--- config.mk ---
export PLATFORM = sky130hd
export DESIGN_NAME = qrps_top
export DESIGN_NICKNAME = d
export VERILOG_FILES = /design/src/rtl/qrps_pkg.sv /design/src/rtl/qrps_rail_if.sv /design/src/rtl/qrps_ms_tick.sv /design/src/rtl/qrps_rail_ctrl.sv /design/src/rtl/qrps_top.sv
export VERILOG_INCLUDE_DIRS = /design/src /design/src/rtl
export SDC_FILE = /design/constraint.sdc
export NUM_CORES = 1
export LEC_CHECK = 0
export ABC_AREA = 1
export BUFFER_PORTS_ARGS = -buffer_cell sky130_fd_sc_hd__buf_2
export CORE_MARGIN = 1
export CORE_UTILIZATION = 40
export CTS_CLUSTER_DIAMETER = 50
export DETAILED_ROUTE_END_ITERATION = 7
export GPL_TIMING_DRIVEN = 1
export SLEW_MARGIN = 0
export SYNTH_ARGS = -nofsm -noshare
export SYNTH_HDL_FRONTEND = slang
export SYNTH_SLANG_ARGS = --single-unit
--- constraint.sdc ---
create_clock -name core_clk -period 2.4 [get_ports core_clk]
set_input_delay 0.24 -clock core_clk [delete_from_list [all_inputs] [get_ports core_clk]]
set_output_delay 0.24 -clock core_clk [all_outputs]
set_load 0.01 [all_outputs]
--- src/rtl/qrps_cfg.svh ---
// Purpose: Constants of the quad rail power sequencer.
// Assumes: Included by the package and by every design file but the rail interface.
// Notes: Times are in milliseconds; cycle counts derive from the clock rate.
`ifndef QRPS_CFG_SVH
`define QRPS_CFG_SVH

// ********************************************************
// Clock and time base
// ********************************************************
`define QRPS_CLK_HZ 10000000
`define QRPS_MS_PER_S 1000
`define QRPS_MS_CYCLES (`QRPS_CLK_HZ / `QRPS_MS_PER_S)

// ********************************************************
// Sequencing times, milliseconds
// ********************************************************
`define QRPS_SOFT_START_MS 4
`define QRPS_TIME_SEQ_DELAY_MS 2
`define QRPS_GOOD_SEQ_DELAY_MS 6
`define QRPS_MS_CNT_W 4

// ********************************************************
// Rails and pin vector layout
// ********************************************************
`define QRPS_RAILS 4
`define QRPS_PIN_W 14
`define QRPS_PIN_DELAY_MODE 13
`define QRPS_PIN_ORDER_HI 12
`define QRPS_PIN_SEQ_RUN 9
`define QRPS_PIN_OVER_TEMP 8
`define QRPS_PIN_START_HI 7
`define QRPS_PIN_THRESH_HI 3
// Delay mode and order bits idle high, as their pull-ups make them
`define QRPS_PIN_RESET 14'h3C00

// ********************************************************
// Rail order per order-select code, {pos3,pos2,pos1,pos0}, rail index 0..3
// ********************************************************
`define QRPS_ORDER_0 8'h1B
`define QRPS_ORDER_1 8'h4B
`define QRPS_ORDER_2 8'h1E
`define QRPS_ORDER_3 8'h4E
`define QRPS_ORDER_4 8'hB1
`define QRPS_ORDER_5 8'hB4
`define QRPS_ORDER_6 8'hE1
`define QRPS_ORDER_7 8'hE4

`endif

--- src/rtl/qrps_pkg.sv ---
// Purpose: Types of the quad rail power sequencer.
// Assumes: Constants come from qrps_cfg.svh.
// Notes: None.
`include "qrps_cfg.svh"
package qrps_pkg;

	typedef logic [`QRPS_MS_CNT_W-1:0] qrps_ms_t;
	typedef logic [1:0] qrps_pos_t;

	typedef enum logic [3:0] {
		SEQ_IDLE,
		SEQ_STEP_ON,
		SEQ_SOFT_WAIT,
		SEQ_GOOD_WAIT,
		SEQ_STEP_DELAY,
		SEQ_ALL_ON,
		SEQ_STEP_OFF,
		SEQ_OFF_DELAY,
		SEQ_SHUTDOWN
	} qrps_state_e;

endpackage

--- src/rtl/qrps_rail_if.sv ---
// Purpose: Signals between the sequencer core and one rail controller.
// Assumes: One instance per rail.
// Notes: None.
`timescale 1ns/1ns
interface qrps_rail_if;
	logic startRequest;
	logic atThreshold;
	logic rampEnable;
	logic railGood;

	modport rail (
		input startRequest,
		input atThreshold,
		output rampEnable,
		output railGood
	);

	modport seq (
		output startRequest,
		output atThreshold,
		input rampEnable,
		input railGood
	);
endinterface

--- src/rtl/qrps_ms_tick.sv ---
// Purpose: Millisecond time base enable.
// Assumes: Single clock domain.
// Notes: Pulse is one cycle wide every CYCLES clocks.
`timescale 1ns/1ns
`include "qrps_cfg.svh"
module qrps_ms_tick
	import qrps_pkg::*;
#(
	parameter int CYCLES = `QRPS_MS_CYCLES
) (
	input wire logic core_clk,
	input wire logic rst_b,
	output logic msTick
);
	localparam int CW = (CYCLES > 1) ? $clog2(CYCLES) : 1;

	logic [CW-1:0] divCount;

	always_ff @(posedge core_clk or negedge rst_b) begin
		if (!rst_b) begin
			divCount <= '0;
			msTick <= 1'b0;
		end else if (divCount == CW'(CYCLES - 1)) begin
			divCount <= '0;
			msTick <= 1'b1;
		end else begin
			divCount <= divCount + CW'(1);
			msTick <= 1'b0;
		end
	end
endmodule

--- src/rtl/qrps_rail_ctrl.sv ---
// Purpose: Soft start timing and rail-good for one regulator.
// Assumes: Start request and threshold inputs already synchronised.
// Notes: Ramp enable drops at once on shutdown.
`timescale 1ns/1ns
`include "qrps_cfg.svh"
module qrps_rail_ctrl
	import qrps_pkg::*;
#(
	parameter int SOFT_START_MS = `QRPS_SOFT_START_MS
) (
	input wire logic core_clk,
	input wire logic rst_b,
	input wire logic msTick,
	input wire logic shutdown,
	input wire logic timeMode,
	qrps_rail_if.rail bus
);
	localparam qrps_ms_t SS_LAST = qrps_ms_t'(SOFT_START_MS - 1);

	qrps_ms_t ssCount;
	logic ssDone;

	// ********************************************************
	// Ramp enable
	// ********************************************************
	always_ff @(posedge core_clk or negedge rst_b) begin
		if (!rst_b) begin
			bus.rampEnable <= 1'b0;
		end else begin
			bus.rampEnable <= bus.startRequest & ~shutdown;
		end
	end

	// ********************************************************
	// Soft start timer
	// ********************************************************
	always_ff @(posedge core_clk or negedge rst_b) begin
		if (!rst_b) begin
			ssCount <= '0;
			ssDone <= 1'b0;
		end else if (!bus.rampEnable) begin
			ssCount <= '0;
			ssDone <= 1'b0;
		end else if (msTick && !ssDone) begin
			if (ssCount == SS_LAST) begin
				ssDone <= 1'b1;
			end else begin
				ssCount <= ssCount + qrps_ms_t'(1);
			end
		end
	end

	// ********************************************************
	// Rail good
	// ********************************************************
	// Delay mode has no threshold to trust, so soft start end stands in
	always_ff @(posedge core_clk or negedge rst_b) begin
		if (!rst_b) begin
			bus.railGood <= 1'b0;
		end else begin
			bus.railGood <= bus.rampEnable & bus.startRequest & ~shutdown
				& (timeMode ? ssDone : bus.atThreshold);
		end
	end
endmodule

--- src/rtl/qrps_top.sv ---
// Purpose: Four-rail power sequencer with delay and power-good modes.
// Assumes: Pins are asynchronous; threshold inputs come from regulator comparators.
// Notes: Step drives are wired to start requests on the board.
`timescale 1ns/1ns
`include "qrps_cfg.svh"
module qrps_top
	import qrps_pkg::*;
#(
	parameter int CYCLES_PER_MS = `QRPS_MS_CYCLES,
	parameter int SOFT_START_MS = `QRPS_SOFT_START_MS,
	parameter int TIME_SEQ_DELAY_MS = `QRPS_TIME_SEQ_DELAY_MS,
	parameter int GOOD_SEQ_DELAY_MS = `QRPS_GOOD_SEQ_DELAY_MS
) (
	input wire logic core_clk,
	input wire logic rst_b,
	input wire logic delayModeSelect,
	input wire logic seqRun,
	input wire logic overTemp,
	input wire logic orderSelectBit0,
	input wire logic orderSelectBit1,
	input wire logic orderSelectBit2,
	input wire logic rail1StartRequest,
	input wire logic rail2StartRequest,
	input wire logic rail3StartRequest,
	input wire logic rail4StartRequest,
	input wire logic [`QRPS_RAILS-1:0] railAtThreshold,
	output logic step1Drive,
	output logic step2Drive,
	output logic step3Drive,
	output logic step4Drive,
	output logic [`QRPS_RAILS-1:0] railRampEnable,
	output logic [`QRPS_RAILS-1:0] railGood,
	output logic globalRailGood,
	output logic thermalShutdown,
	output logic sequenceDone
);

	// ********************************************************
	// Constants
	// ********************************************************
	localparam qrps_ms_t SS_LAST = qrps_ms_t'(SOFT_START_MS - 1);
	localparam qrps_ms_t TIME_LAST = qrps_ms_t'(TIME_SEQ_DELAY_MS - 1);
	localparam qrps_ms_t GOOD_LAST = qrps_ms_t'(GOOD_SEQ_DELAY_MS - 1);
	localparam qrps_pos_t LAST_POS = qrps_pos_t'(`QRPS_RAILS - 1);

	// ********************************************************
	// Pin synchronisers
	// ********************************************************
	logic [`QRPS_PIN_W-1:0] pinRaw;
	logic [`QRPS_PIN_W-1:0] pinMeta;
	logic [`QRPS_PIN_W-1:0] pinSync;

	assign pinRaw = {delayModeSelect, orderSelectBit2, orderSelectBit1, orderSelectBit0,
		seqRun, overTemp,
		rail4StartRequest, rail3StartRequest, rail2StartRequest, rail1StartRequest,
		railAtThreshold};

	// Reset value mirrors the pull-ups so the first decisions see defaults
	always_ff @(posedge core_clk or negedge rst_b) begin
		if (!rst_b) begin
			pinMeta <= `QRPS_PIN_RESET;
			pinSync <= `QRPS_PIN_RESET;
		end else begin
			pinMeta <= pinRaw;
			pinSync <= pinMeta;
		end
	end

	logic timeMode;
	logic [2:0] orderCode;
	logic runLevel;
	logic hot;
	logic [`QRPS_RAILS-1:0] startReq;
	logic [`QRPS_RAILS-1:0] atThr;

	assign timeMode = pinSync[`QRPS_PIN_DELAY_MODE];
	assign orderCode = pinSync[`QRPS_PIN_ORDER_HI -: 3];
	assign runLevel = pinSync[`QRPS_PIN_SEQ_RUN];
	assign hot = pinSync[`QRPS_PIN_OVER_TEMP];
	assign startReq = pinSync[`QRPS_PIN_START_HI -: `QRPS_RAILS];
	assign atThr = pinSync[`QRPS_PIN_THRESH_HI -: `QRPS_RAILS];

	// ********************************************************
	// Time base
	// ********************************************************
	logic msTick;

	qrps_ms_tick #(
		.CYCLES(CYCLES_PER_MS)
	) u_tick (
		.core_clk(core_clk),
		.rst_b(rst_b),
		.msTick(msTick)
	);

	// ********************************************************
	// Thermal latch
	// ********************************************************
	logic runPrev;
	logic runRise;
	logic shutLatch;

	always_ff @(posedge core_clk or negedge rst_b) begin
		if (!rst_b) begin
			runPrev <= 1'b0;
		end else begin
			runPrev <= runLevel;
		end
	end

	assign runRise = runLevel & ~runPrev;

	// Set wins over the restart edge; a still-hot die keeps rails off
	always_ff @(posedge core_clk or negedge rst_b) begin
		if (!rst_b) begin
			shutLatch <= 1'b0;
		end else if (hot) begin
			shutLatch <= 1'b1;
		end else if (runRise) begin
			shutLatch <= 1'b0;
		end
	end

	assign thermalShutdown = shutLatch;

	// ********************************************************
	// Rail controllers
	// ********************************************************
	logic seqTimeMode;

	genvar gi;
	generate
		for (gi = 0; gi < `QRPS_RAILS; gi++) begin : g_rail
			qrps_rail_if railBus ();

			assign railBus.startRequest = startReq[gi];
			assign railBus.atThreshold = atThr[gi];
			assign railRampEnable[gi] = railBus.rampEnable;
			assign railGood[gi] = railBus.railGood;

			// Every rail on the same step sees the same drive edge
			qrps_rail_ctrl #(
				.SOFT_START_MS(SOFT_START_MS)
			) u_rail (
				.core_clk(core_clk),
				.rst_b(rst_b),
				.msTick(msTick),
				.shutdown(shutLatch | hot),
				.timeMode(seqTimeMode),
				.bus(railBus)
			);
		end
	endgenerate

	// ********************************************************
	// Step order
	// ********************************************************
	function automatic qrps_pos_t railOfPos(input logic [2:0] code, input qrps_pos_t pos);
		logic [7:0] ord;
		ord = `QRPS_ORDER_7;
		unique case (code)
			3'h0: ord = `QRPS_ORDER_0;
			3'h1: ord = `QRPS_ORDER_1;
			3'h2: ord = `QRPS_ORDER_2;
			3'h3: ord = `QRPS_ORDER_3;
			3'h4: ord = `QRPS_ORDER_4;
			3'h5: ord = `QRPS_ORDER_5;
			3'h6: ord = `QRPS_ORDER_6;
			3'h7: ord = `QRPS_ORDER_7;
		endcase
		return ord[{pos, 1'b0} +: 2];
	endfunction

	qrps_state_e state;
	qrps_pos_t pos;
	qrps_pos_t curStep;
	qrps_ms_t msCount;
	qrps_ms_t stepLast;
	logic [2:0] seqOrder;
	logic [`QRPS_RAILS-1:0] stepDrive;
	logic upPhase;

	// Delay mode steps through the drives in order; board wiring sets rails
	assign curStep = seqTimeMode ? pos : railOfPos(seqOrder, pos);
	assign stepLast = seqTimeMode ? TIME_LAST : GOOD_LAST;
	assign upPhase = (state == SEQ_STEP_ON) || (state == SEQ_SOFT_WAIT)
		|| (state == SEQ_GOOD_WAIT) || (state == SEQ_STEP_DELAY) || (state == SEQ_ALL_ON);

	// ********************************************************
	// Sequencer
	// ********************************************************
	// Mode and order are frozen per sequence so a strap change cannot skip rails
	always_ff @(posedge core_clk or negedge rst_b) begin
		if (!rst_b) begin
			seqTimeMode <= 1'b1;
			seqOrder <= 3'h7;
		end else if (state == SEQ_IDLE) begin
			seqTimeMode <= timeMode;
			seqOrder <= orderCode;
		end
	end

	always_ff @(posedge core_clk or negedge rst_b) begin
		if (!rst_b) begin
			state <= SEQ_IDLE;
			pos <= '0;
			msCount <= '0;
			stepDrive <= '0;
		end else if (shutLatch) begin
			state <= SEQ_SHUTDOWN;
			pos <= '0;
			msCount <= '0;
			stepDrive <= '0;
		end else if (!runLevel && upPhase) begin
			// Power-off walks back through the same order
			state <= SEQ_STEP_OFF;
			msCount <= '0;
		end else begin
			if (msTick) begin
				msCount <= msCount + qrps_ms_t'(1);
			end
			unique case (state)
				SEQ_IDLE: begin
					pos <= '0;
					if (runLevel) begin
						state <= SEQ_STEP_ON;
					end
				end
				SEQ_STEP_ON: begin
					stepDrive[curStep] <= 1'b1;
					msCount <= '0;
					state <= seqTimeMode ? SEQ_SOFT_WAIT : SEQ_GOOD_WAIT;
				end
				SEQ_SOFT_WAIT: begin
					if (msTick && msCount == SS_LAST) begin
						msCount <= '0;
						state <= SEQ_STEP_DELAY;
					end
				end
				SEQ_GOOD_WAIT: begin
					msCount <= '0;
					if (railGood[curStep]) begin
						state <= SEQ_STEP_DELAY;
					end
				end
				SEQ_STEP_DELAY: begin
					if (msTick && msCount == stepLast) begin
						msCount <= '0;
						if (pos == LAST_POS) begin
							state <= SEQ_ALL_ON;
						end else begin
							pos <= pos + qrps_pos_t'(1);
							state <= SEQ_STEP_ON;
						end
					end
				end
				SEQ_ALL_ON: begin
					msCount <= '0;
				end
				SEQ_STEP_OFF: begin
					stepDrive[curStep] <= 1'b0;
					msCount <= '0;
					state <= SEQ_OFF_DELAY;
				end
				SEQ_OFF_DELAY: begin
					if (msTick && msCount == stepLast) begin
						msCount <= '0;
						if (pos == '0) begin
							state <= SEQ_IDLE;
						end else begin
							pos <= pos - qrps_pos_t'(1);
							state <= SEQ_STEP_OFF;
						end
					end
				end
				SEQ_SHUTDOWN: begin
					// Latch already cleared by a run edge here
					state <= SEQ_IDLE;
				end
			endcase
		end
	end

	assign step1Drive = stepDrive[0];
	assign step2Drive = stepDrive[1];
	assign step3Drive = stepDrive[2];
	assign step4Drive = stepDrive[3];

	// ********************************************************
	// Status outputs
	// ********************************************************
	always_ff @(posedge core_clk or negedge rst_b) begin
		if (!rst_b) begin
			sequenceDone <= 1'b0;
		end else begin
			sequenceDone <= (state == SEQ_ALL_ON) && runLevel && !shutLatch;
		end
	end

	always_ff @(posedge core_clk or negedge rst_b) begin
		if (!rst_b) begin
			globalRailGood <= 1'b0;
		end else begin
			globalRailGood <= (&railGood) & (&startReq) & ~shutLatch & ~hot;
		end
	end

endmodule

==> Yosys cells after proc, flatten, opt, wreduce, memory -nomap -nowiden <==
Memories as Yosys holds them, arrays and structs flattened.
Index checks and enable logic that the tools add are counted.
{ "op_classes": {"addsub": 8, "n_lt_le_gt_ge": 2, "n_eq_ne": 38, "n_shift": 1, "muxes": 65, "n_bitwise": 28, "n_reduce_logical": 41} }
{ "ops": {"columns": ["op", "count"], "rows": [
  ["two-way mux 4 bit", 26],
  ["one-hot mux 4 bit (8 select lines)", 1],
  ["equality test 4 x 2 -> 1 bit, second input constant", 7],
  ["inequality test 2 bit, second input constant", 13],
  ["two-way mux 1 bit", 22],
  ["adder 4 x 1 -> 4 bit, second input constant", 5],
  ["AND 1 bit", 20],
  ["AND reduction 2 bit", 9],
  ["equality test 4 x 3 -> 1 bit, second input constant", 4],
  ["adder 14 x 1 -> 14 bit, second input constant", 1],
  ["equality test 14 bit, second input constant", 1],
  ["two-way mux 14 bit", 1],
  ["two-way mux 2 bit", 7],
  ["inequality test 4 x 2 -> 1 bit, second input constant", 3],
  ["one-hot mux 4 bit (3 select lines)", 1],
  ["AND reduction 6 bit", 2],
  ["logical AND 1 bit", 10],
  ["nonzero test 10 bit", 1],
  ["two-way mux 3 bit", 3],
  ["inequality test 3 bit, second input constant", 3],
  ["one-hot mux 4 bit (2 select lines)", 1],
  ["AND reduction 4 bit", 2],
  ["variable part select 8 x 4 -> 2 bit", 1],
  ["logical NOT 1 bit", 6],
  ["27 further kinds", 33]
]} }
{ "word_totals": {"regBits": 93, "rom_bits": 64, "input_bits": 16, "output_inout_bits": 15, "mem_count": 1} }
{ "mem_list": {"columns": ["name", "depth", "width", "rd", "rd_clocked_by_memory_dff", "wr", "line", "text"], "rows": [
  ["(no name shown)", 8, 8, 1, 0, 0, "qrps_top.sv:161", "unique case (code)"]
]} }

==> Logic depth before layout (Yosys ltp) <==
Gate-level depths: netlist (run 1).
An unclocked memory read counts as a cell.
{ "logic_depth": {"word_depth": 12, "depth_mapped": 13} }

==> By module <==
Synthesis (run 1) repeated with hierarchy kept, for this count alone.
{ "hier_totals": {"hier_cells": 496, "area_unflattened_um2": 4406.7} }
{ "modules_own_cells": {"columns": ["mod", "instances", "cells_each", "area_each_um2", "seq_area_each_um2"], "rows": [
  ["qrps_top", 1, 221, 2214.6, 1266.2],
  ["qrps_rail_ctrl", 4, 43, 342.8, 175.2],
  ["qrps_ms_tick", 1, 103, 820.8, 375.4]
]} }

==> Worst setup path before layout (run 1) <==
Ideal clock, no wire load.
{ "synth_timing": {"kind": "reg2reg", "from": "reg seqOrder[2]", "to": "reg state[1]", "arrival_ns": 1.464, "path_slack_ns": 0.819, "stages_incl_launch_ff": 14, "path_buffers": 0, "period_less_slack_ns": 1.581, "path_cell_list": "dfstp_2 > inv_1 > nand2_2 > nand2_2 > nand2_2 > nand3_2 > nand2_2 > nand2_2 > nand3_1 > nand3_2 > o21bai_4 > nand2_2 > nand2_1 > nand2_1"} }
{ "synth_between": {"elab_chain_cells": 7} }
{ "synth_lines": {"columns": ["element", "line", "text"], "rows": [
  ["start, declared", "qrps_top.sv:179", "logic [2:0] seqOrder;"],
  ["start signal, assigned", "qrps_top.sv:199", "seqOrder <= orderCode;"],
  ["memory read (8 x 8 bit)", null, null],
  ["variable part select 8 x 4 -> 2 bit", "qrps_top.sv:171", "return ord[{pos, 1'b0} +: 2];"],
  ["two-way mux 2 bit", "qrps_top.sv:184", "assign curStep = seqTimeMode ? pos : railOfPos(seqOrder, pos);"],
  ["binary-select mux 1 bit (select 2 bit)", "qrps_top.sv:242", "if (railGood[curStep]) begin"],
  ["two-way mux 1 bit (implied by the code)", "qrps_top.sv:242", null],
  ["inequality test 4 x 2 -> 1 bit (no line)", null, null],
  ["AND reduction 6 bit (no line)", null, null],
  ["end signal, assigned", "qrps_top.sv:232", "state <= seqTimeMode ? SEQ_SOFT_WAIT : SEQ_GOOD_WAIT;"],
  ["end, declared", "qrps_top.sv:174", "qrps_state_e state;"]
]} }
No other way between the ends. The select of a mux whose other input is x is not followed.
A chain may end at the register's enable or synchronous reset.

==> Final worst setup path (run 1) <==
{ "layout_timing": {"from": "reg seqTimeMode", "to": "reg state[1]"} }
{ "layout_between": {"elab_chain_cells": 5, "elab_cells_between_ends": 10} }
{ "layout_lines": {"columns": ["element", "line", "text"], "rows": [
  ["start, declared", "qrps_top.sv:129", "logic seqTimeMode;"],
  ["start signal, assigned", "qrps_top.sv:198", "seqTimeMode <= timeMode;"],
  ["two-way mux 2 bit or two-way mux 3 bit (tied branches)", "qrps_top.sv:184, qrps_top.sv:185", null],
  ["binary-select mux 1 bit (select 2 bit) or equality test 4 x 3 -> 1 bit (tied branches)", "qrps_top.sv:242, qrps_top.sv:247, qrps_top.sv:266", null],
  ["two-way mux 1 bit (implied by the code) or logical AND 1 bit (tied branches)", "qrps_top.sv:242, qrps_top.sv:247, qrps_top.sv:266", null],
  ["inequality test 4 x 2 -> 1 bit (no line) or inequality test 4 bit (tied branches)", null, null],
  ["AND reduction 6 bit (no line) (*)", null, null]
]} }
Mark *: on every way between the ends. The rest lies on a longest branch, timed or not. The select of a mux whose other input is x is not followed.

==> results of run 1 <==
-- worst max-delay path by stage --
| stage | slack (ns) | endpoint | startpoint | depth (start not counted) |
|---|---|---|---|---|
| after global routing | 0.39 | state[1]$_DFFE_PN0P_ | seqTimeMode$_DFFE_PN1P_ | 9 |
| after CTS | 0.57 | state[2]$_DFFE_PN0P_ | seqTimeMode$_DFFE_PN1P_ | 9 |
| after floorplan | 0.82 | state[1]$_DFFE_PN0P_ | seqOrder[2]$_DFFE_PN1P_ | 13 |
| final | 0.58 | state[1]$_DFFE_PN0P_ | seqTimeMode$_DFFE_PN1P_ | 9 |
| after detailed placement | 0.58 | state[2]$_DFFE_PN0P_ | seqTimeMode$_DFFE_PN1P_ | 9 |
| after global placement | 0.59 | state[1]$_DFFE_PN0P_ | seqTimeMode$_DFFE_PN1P_ | 9 |
-- per-layer routing --
metal / track usage / share of wire
met1: 0.220 / 0.50
met2: 0.245 / 0.45
met3: 0.0264 / 0.031
met4: 0.0612 / 0.017
met5: 0 / 0
-- where the power goes --
part           internal (mW)  switching [mW]
clock network          0.725           0.548
logic                  0.121           0.217
registers               1.64          0.0567
-- logic make-up after synthesis --
kind of cell	after synthesis	synth area share
AND/OR/NAND/NOR	181	0.204
flip-flops	93	0.565
AO/OA/AOI/OAI	69	0.111
buffers and inverters	69	0.0736
XOR/XNOR	12	0.0254
adder cells (fa/ha/maj)	7	0.0211
-- worst max-delay path, cell delays in order, from the launching register on --
cell and delay, ns:
dfstp_2 0.70, inv_1 0.18, nand4_1 0.15, nand2_2 0.11, nand3_1 0.10, nand2_1 0.09, o21bai_4 0.21, nand2_2 0.07
nand2_1 0.06, nand2_1 0.05
-- state kept, by name (all words and copies together) (netlist names) --
name and count:
seqOrder 3, sequenceDone 1, pinMeta 14, stepDrive 4, seqTimeMode 1, msCount 4
g_rail.u_rail.ssCount 16, pinSync 14, g_rail.u_rail.ssDone 4, u_tick.msTick 1, runPrev 1, thermalShutdown 1
pos 2, state 4, g_rail.u_rail.bus.railGood 4, globalRailGood 1, g_rail.u_rail.bus.rampEnable 4, u_tick.divCount 14
-- timing repair --
item                                    CTS  global route
endpoints found under the hold margin    56             0
endpoints found under the setup margin    0             0
hold buffers                             15             0
-- placed cells by master (no fill, tap or decap), types with 6 or more instances in the layout --
cell	count
xor2_1	9
inv_1	51
nand3_1	35
nand4_1	7
nand2_2	7
a21oi_1	17
nand2_1	65
dfrtp_1	81
buf_2	29
inv_2	6
dlygate4sd3_1	15
o21ai_0	18
ha_1	7
dfstp_2	12
clkbuf_8	10
nor2_1	46
a31oi_1	7
-- final cells by class --
| cell class | instances | area share |
|---|---|---|
| repair buffers | 48 | 0.0702 |
| inverters | 58 | 0.0453 |
| flip-flops and latches | 93 | 0.487 |
| multi-input cells | 269 | 0.311 |
| clock buffers | 11 | 0.0294 |
| clock inverters | 5 | 0.0221 |
| well taps | 133 | 0.0346 |
-- stage by stage --
step,worst slack [ns],std cells
finish,0.578,617
global route,0.389,617
CTS,0.573,617
detailed placement,0.579,586
global placement,0.590,586
floorplan,0.819,431
==> results.json, run 1 <==
{
  "ys_top_cells_by_area": "dfrtp_1, dfstp_2, nand2_1, inv_1, nand3_1",
  "worstHoldEndpoint": "pinSync[3]$_DFF_PN0_",
  "dr_total_vias": 2984,
  "ir_drop_uv": 441,
  "die_h_um": 104,
  "ant_nets": 0,
  "rr_endpoint": "state[1]$_DFFE_PN0P_",
  "grt_pass1_vias": 2834,
  "track_usage": 0.158,
  "first_iter_violations": 176,
  "grt_max_degree": 52,
  "synth_fp_nets": 454,
  "synth_top_area_frac": 0.489,
  "die_area_um2": 10800,
  "synthArstFlopShare": 1.00,
  "total_power_mw": 3.31,
  "seq_area_um2": 2340,
  "outcome": "finished, final reports clean",
  "yosys_warnings": 0,
  "post_drt_wl_per_cell_um": 12.7,
  "clock_sinks": 93,
  "clockRootBuffer": "clkbuf_8",
  "routabilityCongestion": 0.896,
  "viasPerCell": 4.84,
  "core_area_um2": 9910,
  "setup_violations": 0,
  "ys_seq_area_frac": 0.565,
  "io_buffers": 30,
  "post-synth-top-count-cell": "dfrtp_1",
  "nNetsFinal": 502,
  "whs_ns": 0.340,
  "drc": 0,
  "timing.fmax_ghz": 0.549,
  "cts_inserted_buffers": 9,
  "synth_commonest_cells": "dfrtp_1, nand2_1, inv_1, nor2_1, nand3_1",
  "cp_max_fo": 12,
  "path_class": "flop to flop",
  "fillers": 942,
  "dp_hpwl_um": 5550,
  "timing.rr.start": "seqTimeMode$_DFFE_PN1P_",
  "min_period_ns": 1.82,
  "finalCritPeriodShare": 0.759,
  "final_util": 0.485,
  "synth_top_area_cell": "dfrtp_1",
  "power_density_nw_per_um2": 689,
  "cts_setup_buffers": 0,
  "cap_violations": 0,
  "path_clk_slew_ns": 0.10,
  "synthCells": 431,
  "multiInputGateArea_um2": 1500,
  "antenna_cells": 0,
  "rr_worst_depth": 9,
  "avgSynthCellArea_um2": 9.62,
  "cts_max_level": 3,
  "syn_to_final_growth_pct": 16.0,
  "critPathLaunchType": "flop",
  "slew_violations": 0,
  "grt_setup_unrepaired": "false",
  "relSlewSlack": 0.632,
  "hold_path_startpoint": "pinMeta[3]$_DFF_PN0_",
  "grt_pass1_wl_um": 13500,
  "cts_buffer_depth": 2,
  "required_ns": 2.65,
  "hold_path_depth": 0,
  "cts_tree": "yes",
  "cp-end-kind": "flop",
  "ios": 31,
  "clk_latency_ns": 0.36,
  "drtPass1Iterations": 4,
  "synth_area_um2": 4150,
  "power.leakage_nw": 2.32,
  "yosys_most_used_dff": "dfrtp_1",
  "grt_overflow": 0,
  "skew_ns": 0.0129,
  "drive_gt1_frac": 0.190,
  "postLayoutCellArea_um2": 4810,
  "initial_core_util": 0.418,
  "die_w_um": 104,
  "grt_antenna_before_repair": 0,
  "tns_ns": 0,
  "yosys_register_bits": 93,
  "reg2reg_slack_ns": 0.58,
  "cts_resized": 0,
  "hold_violations": 0,
  "row_count": 36,
  "ys_types": 43,
  "min_path_type": "flop to flop",
  "tightest_slew_ns": 0.552,
  "synth_edf_count": 0,
  "routed_wl_um": 7810,
  "placed_cell_area_um2": 4410,
  "cp.arrival_ns": 2.07
}
(Power assumes the default switching activity.)
==> run 2, diff against run 1 <==
==> constraint.sdc (replaced) <==
create_clock -name core_clk -period 1.85 [get_ports core_clk]
set_input_delay 0.185 -clock core_clk [delete_from_list [all_inputs] [get_ports core_clk]]
set_output_delay 0.185 -clock core_clk [all_outputs]
set_load 0.01 [all_outputs]
==> run 2 against run 1 <==
Flip-flop and latch count unchanged. Largest power group unchanged. Routed wire length shrank 0.60%. Via count fell by 0.13%. Final cell count is 1.8% higher. Sequential share of layout area decreased by 0.97 points. Clock-buffer cell count did not move. Critical endpoint unchanged. Sequential power up 29%. Hold slack gained 0.014 ns. Die area did not move. Clock skew is 0.00070 ns higher.
==> results.json, run 2 (synthesis results as in run 1) <==
{
  "outcome": "finished, final reports clean",
  "power.leakage_nw": 2.38,
  "core_area_um2": 9910,
  "post_drt_wl_per_cell_um": 12.4,
  "antenna_cells": 0,
  "rr_worst_depth": 13,
  "cts_inserted_buffers": 9,
  "min_path_type": "flop to flop",
  "tns_ns": 0,
  "cp.arrival_ns": 2.00,
  "routabilityCongestion": 0.888,
  "p_comb_frac": 0.138,
  "die_area_um2": 10800,
  "ios": 31,
  "ir_drop_uv": 388,
  "hold_path_depth": 0,
  "row_count": 36,
  "relSlewSlack": 0.626,
  "cts_tree": "yes",
  "final_util": 0.495,
  "clock_sinks": 93,
  "finalCritPeriodShare": 0.948,
  "grt_pass1_wl_um": 13600,
  "clockRootBuffer": "clkbuf_8",
  "first_iter_violations": 112,
  "hold_violations": 0,
  "dp_hpwl_um": 5620,
  "cts_max_level": 3,
  "ant_nets": 0,
  "viasPerCell": 4.75,
  "setup_violations": 0,
  "min_period_ns": 1.75,
  "grt_setup_unrepaired": "true",
  "skew_ns": 0.0137,
  "drtPass1Iterations": 5,
  "grt_max_degree": 44,
  "drc": 0,
  "timing.fmax_ghz": 0.570,
  "fin_ws_ns": 0.0954,
  "dr_total_vias": 2980,
  "swShare": 0.272,
  "seq_area_um2": 2340,
  "largest_register_ffs": 16,
  "total_power_mw": 4.13,
  "slew_violations": 0,
  "critPathLaunchType": "flop",
  "io_buffers": 30,
  "cts_buffer_depth": 2,
  "track_usage": 0.157,
  "grt_antenna_before_repair": 0,
  "grt_overflow": 0,
  "power_density_nw_per_um2": 841,
  "drive_gt1_frac": 0.226,
  "die_h_um": 104,
  "seqPwrFrac": 0.533,
  "largest-register": "g_rail.u_rail.ssCount",
  "slowest_stage": "dfstp_2",
  "initial_core_util": 0.418,
  "path_class": "flop to flop",
  "die_w_um": 104,
  "clock_power_share": 0.330,
  "path_cells": "inv_2 -> nand2_4 -> nand2_4 -> nand2_4 -> nand3_4 -> nand2_4 -> nand2_4 -> nand3_2 -> nand3_2 -> o21bai_4 -> nand2_2 -> nand2_2 -> nand2_1",
  "nNetsFinal": 513,
  "cp_max_fo": 6,
  "tightest_slew_ns": 0.562,
  "syn_to_final_growth_pct": 18.4,
  "final_cell_mix": "dfrtp_1, nand2_1, inv_1",
  "path_clk_slew_ns": 0.08,
  "cp-end-kind": "flop",
  "grt_pass1_vias": 2986,
  "fillers": 933,
  "whs_ns": 0.354,
  "routed_wl_um": 7760,
  "required_ns": 2.10,
  "preCtsSetupSlack_ns": 0.113,
  "multiInputGateArea_um2": 1560,
  "p_int_mw": 3.01,
  "crit_top_cell": "nand2_4",
  "clk_latency_ns": 0.36,
  "cap_violations": 0,
  "mostFrequentLayoutCell": "dfrtp_1",
  "critPathMaxStageDelay_ns": 0.55,
  "p_switching_mw": 1.12
}
==> run 2: metrics by stage <==
| step | cell area [um2] | instances |
|---|---|---|
| final | 4910 | 628 |
| after detailed placement | 4470 | 594 |
| after global placement | 4470 | 594 |
| after global routing | 4910 | 628 |
| after floorplan | 4150 | 431 |
| after CTS | 4820 | 625 |
==> run 2: final cells by class <==
class	instances	share of cell area
multi-input cells	269	0.318
clock buffers	11	0.0354
well taps	133	0.0339
repair buffers	59	0.0856
inverters	58	0.0443
flip-flops and latches	93	0.477
clock inverters	5	0.00561
==> run 2: per-layer routing <==
layer	up-vias	track usage	part of all wire
li1	1516	-	-
met1	1399	0.210	0.49
met2	53	0.247	0.46
met3	12	0.0378	0.038
met4	0	0.0582	0.014
met5	-	0	0
==> run 2: worst max-delay path, delay by kind of cell, from the launching register on <==
family	cells	cell delay (ns)
compound gates	1	0.21
buf+inv	1	0.05
flops	1	0.55
simple gates	11	0.81
==> run 2: worst paths after layout <==
check                                   startpoint                    end  slack [ns]
max reg2reg                seqOrder[2]$_DFFE_PN1P_   state[1]$_DFFE_PN0P_         0.1
max                        seqOrder[2]$_DFFE_PN1P_   state[1]$_DFFE_PN0P_         0.1
max in group asynchronous                    rst_b  pinMeta[10]$_DFF_PN1_        0.86
min                           pinMeta[7]$_DFF_PN0_   pinSync[7]$_DFF_PN0_        0.35
min reg2reg                   pinMeta[7]$_DFF_PN0_   pinSync[7]$_DFF_PN0_        0.35
min in group asynchronous                    rst_b   pinMeta[1]$_DFF_PN0_        0.36
==> run 2: power groups by stage <==
stage                     clock [mW]  sequential, mW  combinational (mW)
after floorplan                    0            2.22               0.308
after global placement             0            2.23               0.457
after detailed placement           0            2.23               0.465
final                           1.36            2.20               0.569
after CTS                       1.40            2.20               0.491
after global routing            1.48            2.21               0.635
==> run 2: what timing repair did <==
item,CTS,global route
hold endpoints to repair,53,0
buffers inserted,0,3
hold buffers,15,0
gates resized for setup,0,15
setup endpoints to repair,0,4
